<file path="src/core/link_csr_defines.vh">
// Offsets, field positions, reset values and codes for the link control/status register
`ifndef LINK_CSR_DEFINES_VH
`define LINK_CSR_DEFINES_VH
`define LCS1_OFFSET 8'h08
`define LCS1_RESET 32'h80000000
`define LCS1_WMASK 32'hf8030001
`define B_LAMP 31
`define B_TX_DIS 30
`define B_DARK 29
`define B_LOOP 28
`define B_PAR_EN 27
`define B_REDUND 26
`define B_SCRUB1 25
`define B_SCRUB0 24
`define B_WIN1 22
`define B_CFG1 21
`define B_CFG0 20
`define B_WIN0 19
`define B_WDELAY 18
`define B_OFS1 17
`define B_OFS0 16
`define B_TXF_EMPTY 7
`define B_TXF_AFULL 6
`define B_RXF_FULL 5
`define B_RXF_AFULL 4
`define B_SYNC_LOSS 3
`define B_SIG_DET 2
`define B_BAD_DATA 1
`define B_OWN_DATA 0
`define SW_REDUND 0
`define SW_WDELAY 1
`define SW_WIN0 2
`define SW_WIN1 3
`define SW_SCRUB0 4
`define SW_SCRUB1 5
`define NET_ADDR_W 28
`define WDELAY_CYCLES 4'h8
`endif

</file>
<file path="src/core/net_addr_offset.v">
// Network address offset adder with wrap inside the network range
`timescale 1ns/1ps
`default_nettype none
`include "link_csr_defines.vh"
module net_addr_offset (
    input wire [`NET_ADDR_W-1:0] addr_i,
    input wire [1:0] offset_i,
    input wire apply_i,
    output wire [`NET_ADDR_W-1:0] addr_o
);
    wire [1:0] hi_sum;
    // Carry out of A27 is dropped so the address wraps
    assign hi_sum = addr_i[27:26] + offset_i;
    // Offset lands on A27..A26 only for local or received traffic
    assign addr_o = apply_i ? {hi_sum, addr_i[25:0]} : addr_i;
endmodule // net_addr_offset
`default_nettype wire

</file>
<file path="src/core/link_csr.v">
// Link control and status register with the steering it drives
//
// Overview of operation
// - Lamp field resets to one; writing zero turns the lamp off.
// - Transmitter disable field turns the transmitter off; resets to zero.
// - Dark-on-dark turns transmitter off on no signal or bad data.
// - Loopback disables optics and routes transmit back to receive.
// - Parity enable checks reads from memory on 32/64-bit accesses only.
// - With parity on, memory writes narrower than 32 bits are blocked.
// - Redundant transfer bit mirrors switch position one.
// - Scrub master 1 and 0 bits mirror switch positions six and five.
// - PIO window bits 22/19 mirror switch positions four and three.
// - Memory size bits 21/20 report installed memory size.
// - Write delay bit set holds back host write data.
// - Offset is added to A27/A26 of local and received packets only.
// - Carry beyond the network range is dropped, wrapping the address.
// - TX empty, TX almost-full, signal detect read live.
// - RX full, RX almost-full, bad data latch; cleared via irq flags.
// - Sync loss latches on loss of signal until cleared.
// - Own data latches on own packet return; readable and writable.
// - Bit 23 and bits 15..8 are reserved, read zero.
// - Irq flag fields stay set until host writes zero there.
`timescale 1ns/1ps
`default_nettype none
`include "link_csr_defines.vh"
module link_csr (
    input wire core_clk_i,
    input wire reset_i,
    // Register port
    input wire reg_wr_i,
    input wire reg_rd_i,
    input wire [7:0] reg_addr_i,
    input wire [31:0] reg_wdata_i,
    output reg [31:0] reg_rdata_o,
    // Clears from the interrupt flag register, one pulse per bit
    input wire clr_rxf_full_i,
    input wire clr_rxf_afull_i,
    input wire clr_sync_loss_i,
    input wire clr_bad_data_i,
    // Straps and live status
    input wire [5:0] config_switch_bank_i,
    input wire [1:0] mem_size_i,
    input wire txf_empty_i,
    input wire txf_afull_i,
    input wire rxf_full_i,
    input wire rxf_afull_i,
    input wire sig_detect_i,
    input wire bad_data_i,
    input wire own_pkt_i,
    // Memory access qualification
    input wire mem_wr_i,
    input wire [3:0] mem_be_i,
    input wire mem_rd_i,
    input wire mem_par_err_i,
    // Address path
    input wire [`NET_ADDR_W-1:0] net_addr_i,
    input wire net_local_i,
    // Host write data path
    input wire host_wr_i,
    output reg host_wr_go_o,
    output reg mem_wr_ok_o,
    output reg mem_wr_inhibit_o,
    output reg par_err_o,
    output reg [`NET_ADDR_W-1:0] net_addr_o,
    output reg lamp_o,
    output reg tx_off_o,
    output reg rx_off_o,
    output reg loop_o
);
    localparam WD_IDLE = 2'b01;
    localparam WD_WAIT = 2'b10;

    reg [31:0] ctl_r;
    reg rxf_full_r, rxf_afull_r, sync_loss_r, bad_data_r, own_r;
    reg sig_det_d_r;
    reg [1:0] wd_state_r;
    reg [1:0] wd_state_nxt;
    reg [3:0] wd_cnt_r;
    wire [`NET_ADDR_W-1:0] addr_ofs;
    wire csr_wr;
    wire csr_rd;
    wire narrow_wr;
    wire [31:0] rd_word;

    // Full-word byte enables only count as a 32-bit access
    function is_narrow;
        input [3:0] be;
        begin
            is_narrow = (be != 4'hf);
        end
    endfunction

    assign csr_wr = reg_wr_i && (reg_addr_i == `LCS1_OFFSET);
    assign csr_rd = reg_rd_i && (reg_addr_i == `LCS1_OFFSET);
    assign narrow_wr = mem_wr_i && is_narrow(mem_be_i);

    // Writable control fields; reset puts lamp on, transmitter on
    always @(posedge core_clk_i) begin
        if (reset_i) begin
            ctl_r <= `LCS1_RESET;
        end else if (csr_wr) begin
            ctl_r <= reg_wdata_i & `LCS1_WMASK;
        end
    end

    // Latched events; a new event beats a same-cycle clear
    always @(posedge core_clk_i) begin
        if (reset_i) begin
            rxf_full_r <= 1'b0;
            rxf_afull_r <= 1'b0;
            sync_loss_r <= 1'b0;
            bad_data_r <= 1'b0;
            own_r <= 1'b0;
            sig_det_d_r <= 1'b0;
        end else begin
            sig_det_d_r <= sig_detect_i;
            // Only the interrupt flag register can clear these
            rxf_full_r <= rxf_full_i | (rxf_full_r & ~clr_rxf_full_i);
            rxf_afull_r <= rxf_afull_i | (rxf_afull_r & ~clr_rxf_afull_i);
            bad_data_r <= bad_data_i | (bad_data_r & ~clr_bad_data_i);
            // Falling signal detect marks a loss of sync
            sync_loss_r <= (sig_det_d_r & ~sig_detect_i) | (sync_loss_r & ~clr_sync_loss_i);
            // Own packet return sets; host zero write clears
            if (own_pkt_i) begin
                own_r <= 1'b1;
            end else if (csr_wr) begin
                own_r <= reg_wdata_i[`B_OWN_DATA];
            end
        end
    end

    // Read word; reserved bits tie to zero
    assign rd_word = {ctl_r[31:27],
                      config_switch_bank_i[`SW_REDUND],
                      config_switch_bank_i[`SW_SCRUB1],
                      config_switch_bank_i[`SW_SCRUB0],
                      1'b0,
                      config_switch_bank_i[`SW_WIN1],
                      mem_size_i,
                      config_switch_bank_i[`SW_WIN0],
                      config_switch_bank_i[`SW_WDELAY],
                      ctl_r[`B_OFS1:`B_OFS0],
                      8'h00,
                      txf_empty_i, txf_afull_i,
                      rxf_full_r, rxf_afull_r, sync_loss_r,
                      sig_detect_i,
                      bad_data_r, own_r};

    // Registered read data; holds last value between reads
    always @(posedge core_clk_i) begin
        if (reset_i) begin
            reg_rdata_o <= 32'h00000000;
        end else if (csr_rd) begin
            reg_rdata_o <= rd_word;
        end
    end

    // Optics control outputs
    always @(posedge core_clk_i) begin
        if (reset_i) begin
            lamp_o <= 1'b1;
            tx_off_o <= 1'b0;
            rx_off_o <= 1'b0;
            loop_o <= 1'b0;
        end else begin
            lamp_o <= ctl_r[`B_LAMP];
            // Manual, dark-on-dark or loopback each kill the laser
            tx_off_o <= ctl_r[`B_TX_DIS] | ctl_r[`B_LOOP] |
                        (ctl_r[`B_DARK] & (~sig_detect_i | bad_data_i));
            rx_off_o <= ctl_r[`B_LOOP];
            loop_o <= ctl_r[`B_LOOP];
        end
    end

    // Memory parity gating; partial writes cannot keep parity valid
    always @(posedge core_clk_i) begin
        if (reset_i) begin
            mem_wr_ok_o <= 1'b0;
            mem_wr_inhibit_o <= 1'b0;
            par_err_o <= 1'b0;
        end else begin
            mem_wr_ok_o <= mem_wr_i & ~(ctl_r[`B_PAR_EN] & narrow_wr);
            mem_wr_inhibit_o <= ctl_r[`B_PAR_EN] & narrow_wr;
            par_err_o <= ctl_r[`B_PAR_EN] & mem_rd_i & ~is_narrow(mem_be_i) &
                         mem_par_err_i;
        end
    end

    net_addr_offset u_ofs (
        .addr_i(net_addr_i),
        .offset_i(ctl_r[`B_OFS1:`B_OFS0]),
        .apply_i(net_local_i),
        .addr_o(addr_ofs)
    );

    // Registered network address
    always @(posedge core_clk_i) begin
        if (reset_i) begin
            net_addr_o <= {`NET_ADDR_W{1'b0}};
        end else begin
            net_addr_o <= addr_ofs;
        end
    end

    // Write delay machine; trades bandwidth for a fixed hold per write
    always @* begin
        wd_state_nxt = wd_state_r;
        case (wd_state_r)
            WD_IDLE: begin
                if (host_wr_i && config_switch_bank_i[`SW_WDELAY]) begin
                    wd_state_nxt = WD_WAIT;
                end
            end
            WD_WAIT: begin
                if (wd_cnt_r == 4'h1) begin
                    wd_state_nxt = WD_IDLE;
                end
            end
            default: begin
                wd_state_nxt = WD_IDLE;
            end
        endcase
    end

    // Delay counter and release pulse
    always @(posedge core_clk_i) begin
        if (reset_i) begin
            wd_state_r <= WD_IDLE;
            wd_cnt_r <= 4'h0;
            host_wr_go_o <= 1'b0;
        end else begin
            wd_state_r <= wd_state_nxt;
            host_wr_go_o <= 1'b0;
            if (wd_state_r == WD_IDLE) begin
                wd_cnt_r <= `WDELAY_CYCLES;
                host_wr_go_o <= host_wr_i & ~config_switch_bank_i[`SW_WDELAY];
            end else begin
                wd_cnt_r <= wd_cnt_r - 4'h1;
                host_wr_go_o <= (wd_cnt_r == 4'h1);
            end
        end
    end
endmodule // link_csr
`default_nettype wire

</file>
<file path="config.mk">
export PLATFORM = sky130hd
export DESIGN_NAME = link_csr
export DESIGN_NICKNAME = d
export VERILOG_FILES = /design/src/core/net_addr_offset.v /design/src/core/link_csr.v
export VERILOG_INCLUDE_DIRS = /design/src /design/src/core
export SDC_FILE = /design/constraint.sdc
export NUM_CORES = 1
export LEC_CHECK = 0
export ABC_AREA = 1
export ABC_CLOCK_PERIOD_IN_PS = 1220
export BUFFER_PORTS_ARGS = -buffer_cell sky130_fd_sc_hd__buf_2
export CORE_ASPECT_RATIO = 0.7
export CORE_MARGIN = 3
export CORE_UTILIZATION = 25
export DETAILED_ROUTE_END_ITERATION = 10
export HOLD_SLACK_MARGIN = 0.1
export RECOVER_POWER = 25
export SLEW_MARGIN = 20
export SYNTH_ARGS = -nofsm -noshare
export SYNTH_HDL_FRONTEND = slang
export SYNTH_SLANG_ARGS = --single-unit
export TNS_END_PERCENT = 10
</file>
<file path="constraint.sdc">
create_clock -name core_clk_i -period 1.22 [get_ports core_clk_i]
set_input_delay 0.244 -clock core_clk_i [delete_from_list [all_inputs] [get_ports core_clk_i]]
set_output_delay 0.244 -clock core_clk_i [all_outputs]
set_load 0.02 [all_outputs]
</file>
After elaboration in Yosys (flattened, before gate mapping)
Cells that the tools add are included.
- memory bits (writable): 0
- bits of input ports: 100
- latch bits: 0
- register bits after elaboration: 78
- memory bits (read-only): 0
- memories: 0
- logic and storage cells: 70
- bitwise gates (word level): 27
- $lt $le $gt $ge: 0
- multipliers: 0
- reductions and logical operators: 7
- muxes and demuxes: 8
- divide/modulo/power cells: 0
- $add $sub $neg: 2
- eq/ne operators: 7
- shift operators: 0
- operator list (kind ; number):
    $mux 28 ; 1
    $and 1x1->1 ; 12
    $eq 8x4->1 const B ; 1
    $not 1->1 ; 8
    $or 1x1->1 ; 7
    $eq 4x1->1 const B ; 1
    $logic_and 1x1->1 ; 4
    $mux 2 ; 2
    $mux 4 ; 1
    $ne 2x2->1 const B ; 2
    $ne 4x4->1 const B ; 1
    $pmux 2 s2 ; 1
    $sub 4x1->4 const B ; 1
    $mux 1 ; 3
    $add 2x2->2 ; 1
    $eq 2x1->1 const B ; 1
    $eq 2x2->1 const B ; 1
    $reduce_and 2->1 ; 1
    $reduce_bool 2->1 ; 1
    $reduce_or 2->1 ; 1

Logic depth before layout (Yosys ltp)
- word-level depth: 5
- gate-level depth with buffers: 9
- depth with buffers taken out: 8

Modules after synthesis
Synthesis repeated with hierarchy kept, for this count alone.
- cell total of the unflattened synthesis: 368
- area total of the unflattened synthesis: 2970.3 sq um
- by module, submodules not included (module ; times used ; area each (sq um) ; cells each ; sequential area each (sq um)):
    link_csr ; 1 ; 2705.1 ; 329 ; 1541.5
    net_addr_offset ; 1 ; 265.3 ; 39 ; 0.0

Least setup slack after synthesis
Ideal clock, no wire load.
- path type: register to register
- start point: register wd_cnt_r[1]
- end point: register wd_state_r[0]
- data arrival time: 0.939 ns
- slack: 0.168 ns
- clock period less this slack: 1.052 ns
- library setup time: 0.114 ns
- stages on the path, launching flop included: 9
- data required time: 1.106 ns
- cells stage by stage: dfxtp_1 inv_1 ha_1 nand2_1 nand2_1 o21ai_0 nand2_1 nor2_1 inv_1
- cells in the longest elaborated chain, start to end: 3
- ends and longest elaborated chain (element ; RTL line ; text):
    from (decl) ; link_csr.v:78 ; reg [3:0] wd_cnt_r;
    from (signal assigned) ; link_csr.v:235 ; wd_cnt_r <= `WDELAY_CYCLES;
    from (signal assigned) ; link_csr.v:238 ; wd_cnt_r <= wd_cnt_r - 4'h1;
    $eq 4x1->1 ; link_csr.v:215 ; if (wd_cnt_r == 4'h1) begin
    $ne 2x2->1 (no source line) ; -- ;
    $reduce_and 2->1 (no source line) ; -- ;
    to (signal assigned) ; link_csr.v:232 ; wd_state_r <= wd_state_nxt;
    to (decl) ; link_csr.v:76 ; reg [1:0] wd_state_r;
Every way passes these cells.
A chain may end at the register's enable or synchronous reset.

Worst setup path after layout
Ends and elaborated chain as after synthesis.

==> out/qor.csv <==
stage,metric,value,unit
grt,antenna_found_initial,0,
min_path,hold_class,input port to register,
floorplanning,core,0.0105,mm2
synthesis,synth-seq-cells,77,
final_layout,layout-drive-gt1-share,34.8,%
job,drv_cap,0,
worst_setup_path,start_kind,register,
timing,tightest_slew,601,ps
grt,gr-max-usage-layer,met2,
grt,grt_pass1_vias,2403,
synthesis,synthTopCellsByArea,"dfxtp_1 (56%), nor2_1 (15%), inv_1 (6.0%)",
grt,grt_pass1_wl,11200,um
synthesis,synth_area,0.00275,mm2
detailed_routing,postRouteAntennaNets,0,
detailed_routing,wl_per_cell,11.1,um
worst_setup_path,r2r_slack,90,ps
timing,maxSlewViolCount,0,
timing,hold_viol_final,0,
detailed_routing,post-route-drc-count,0,
synthesis,synth-seq-area-share,56.2,%
worst_setup_path,criticalPathCategory,register to register,
timing,setup_viol,0,
detailed_routing,viasPerCell,3.92,
timing,rsz0062_at_grt,no,
clock_tree,cts_tree,built,
place,portBuffers,134,
timing,finClkSkew,3.95,ps
floorplanning,rows,31,
floorplanning,die_h,93.7,um
clock_tree,path_clk_slew,60,ps
final_layout,final_core_util,36.8,%
min_path,min_from,net_addr_i[23],
timing,fin_ws,91.9,ps
final_layout,area_delta_synth_final,40.9,%
timing,post-route-period-util,92.5,%
clock_tree,clk-insertion-delay-late,330,ps
clock_tree,cts-root-buf,clkbuf_16,
min_path,min_to,net_addr_o[23],
power_and_ir_drop,ir_drop,700,uV
final_layout,diodes,0,
grt,met3_usage,4.50,%
place,dp_hpwl,5500,um
grt,track_usage,11.5,%
floorplanning,die-area,0.0123,mm2
grt,grt_overflow_total,0,
synthesis,synth_cell_types,29,
clock_tree,numCtsBuffers,9,
detailed_routing,first_pass_iters,6,
grt,grtUsageMet1,13.1,%
timing,final.min_clock_period,1130,ps
grt,grt_max_degree,32,
synthesis,yosys.area.top_type_share,56.2,%
worst_setup_path,r2r-end,wd_state_r[0],
synthesis,synthFlopType,dfxtp_1,
floorplanning,io_pins,168,
synthesis,ys_warn_count,0,
power_and_ir_drop,power.density,1550,mW/mm2
timing,clock.fmax,886,MHz
clock_tree,htree_levels,3,
detailed_routing,drt-total-wl,7010,um
place,dp_slack,-66.1,ps
worst_setup_path,r2r_start,wd_cnt_r[1],
synthesis,synth.largest_area_cell,dfxtp_1,
min_path,hold_depth,3,
worst_setup_path,rr_worst_depth,8,
worst_setup_path,arrival,1350,ps
grt,grtUsageMet2,19.4,%
floorplanning,start_util,26.1,%
worst_setup_path,path_max_fanout,2,
clock_tree,cts_sinks,77,
power_and_ir_drop,power_leakage,2.01,nW
synthesis,synth_edf_count,0,
detailed_routing,drtIter0Drc,90,
timing,slew_headroom,59.9,%
final_layout,nNetsFinal,581,
floorplanning,die_x,131,um
synthesis,avgSynthCellArea,8.17,um2
clock_tree,post_cts_buffers,0,
synthesis,synthArstFlopShare,0,%
worst_setup_path,worst_setup_path_end_kind,register,
place,gp_congestion,0.815,
clock_tree,clockBufferDepth,2,
worst_setup_path,cp_data_required_time,1450,ps
detailed_routing,vias,2472,
synthesis,netlist_instances,336,
status,status,"finished, final reports clean",
## sequential cells by signal, summed over array words and instances (netlist names), 2 cells and up
signal	cells
ctl_r	7
reg_rdata_o	23
net_addr_o	28
wd_state_r	2
wd_cnt_r	4
## cells by family (layout without fill, tap and decap cells)
logic type | count (synthesis) | in the layout | synth area share (%)
adder cells (fa/ha/maj) | 3 | 3 | 1.37
flip-flops | 77 | 77 | 56.2
AND/OR/NAND/NOR | 144 | 144 | 21.7
XOR/XNOR | 1 | 1 | 0.319
AO/OA/AOI/OAI | 42 | 42 | 7.66
buffers and inverters | 68 | 207 | 12.6
other | 1 | 9 | 0.137
## report_power, final
group,internal [mW],switching [mW]
clock network,1.75,0.976
registers,2.62,0.0435
logic,0.246,0.340
## how the worst max path moves through the flow
stage | endpoint | depth (start not counted) | slack (ps) | from
finish | wd_state_r[0] | 8 | 90 | wd_cnt_r[1]
CTS | wd_state_r[0] | 8 | 70 | wd_cnt_r[1]
detailed placement | reg_rdata_o[26] | 8 | -70 | reg_addr_i[5]
global route | wd_state_r[0] | 8 | 9 | wd_cnt_r[1]
floorplan | wd_state_r[0] | 8 | 170 | wd_cnt_r[1]
global placement | reg_rdata_o[26] | 8 | -10 | reg_addr_i[7]
## per-layer routing
layer,share of wire (%),vias to the layer above
li1,-,1284
met1,44,1102
met2,48,77
met3,6.8,9
met4,1.4,0
met5,0,-
## cell type report
cell class,instances,area (um2)
well taps,148,185
flip-flops and latches,77,1540
repair buffers,144,758
inverters,47,181
multi-input cells,199,890
clock inverters,3,42.5
fillers,1121,6640
clock buffers,13,270
## per-stage QoR
stage / power, mW / instance area [um2] / cells / TNS [ps] / hold WS [ps]
after global routing: 6.26 / 3870 / 631 / 0 / 110
after detailed placement: 3.31 / 3540 / 612 / -930 / 446
final: 5.98 / 3870 / 631 / 0 / 115
after floorplan: 3.08 / 2780 / 344 / 0 / 351
after CTS: 6.09 / 3890 / 631 / 0 / 100
after global placement: 3.29 / 3540 / 612 / -84.1 / 434
## repair_timing
| item | in CTS | in global routing |
|---|---|---|
| hold buffers | 3 | 0 |
| hold endpoints to repair | 3 | 0 |
| gates resized for setup | 0 | 2 |
| endpoints found under the setup margin | 0 | 1 |
## cells in the final DEF (no fill, tap or decap), types with 2 or more instances in the layout
cell type	count
inv_2	2
clkbuf_1	3
nor2_2	4
nand4_1	2
ha_1	3
nand2_1	15
clkbuf_16	9
nand2_2	2
or2_2	2
conb_1	9
buf_2	133
o21ai_1	25
nand3_1	5
buf_4	4
nor2_1	108
dfxtp_1	77
o21ai_0	8
inv_1	44
dlygate4sd3_1	3
a21oi_1	9
clkbuf_8	3
## Yosys cell counts, types with 2 or more instances
library cell and number:
dfxtp_1 77, nand4_1 2, nand3_1 5, nor2_2 3, buf_6 2, clkbuf_1 4, or2_2 2, inv_2 2
buf_1 2, inv_1 44, buf_4 10, o21ai_1 24, o21ai_0 9, buf_12 2, ha_1 3, nor2_1 109
a21oi_1 9, nand2_1 15, nand2_2 2
## worst max-delay path: stages (launching register included)
cell,delay [ps]
dfxtp_1,320
inv_1,60
ha_1,170
nand2_1,80
nand2_1,50
o21ai_1,130
nand2_1,80
nor2_2,100
inv_1,40
Power figures use the tool's default switching activity.
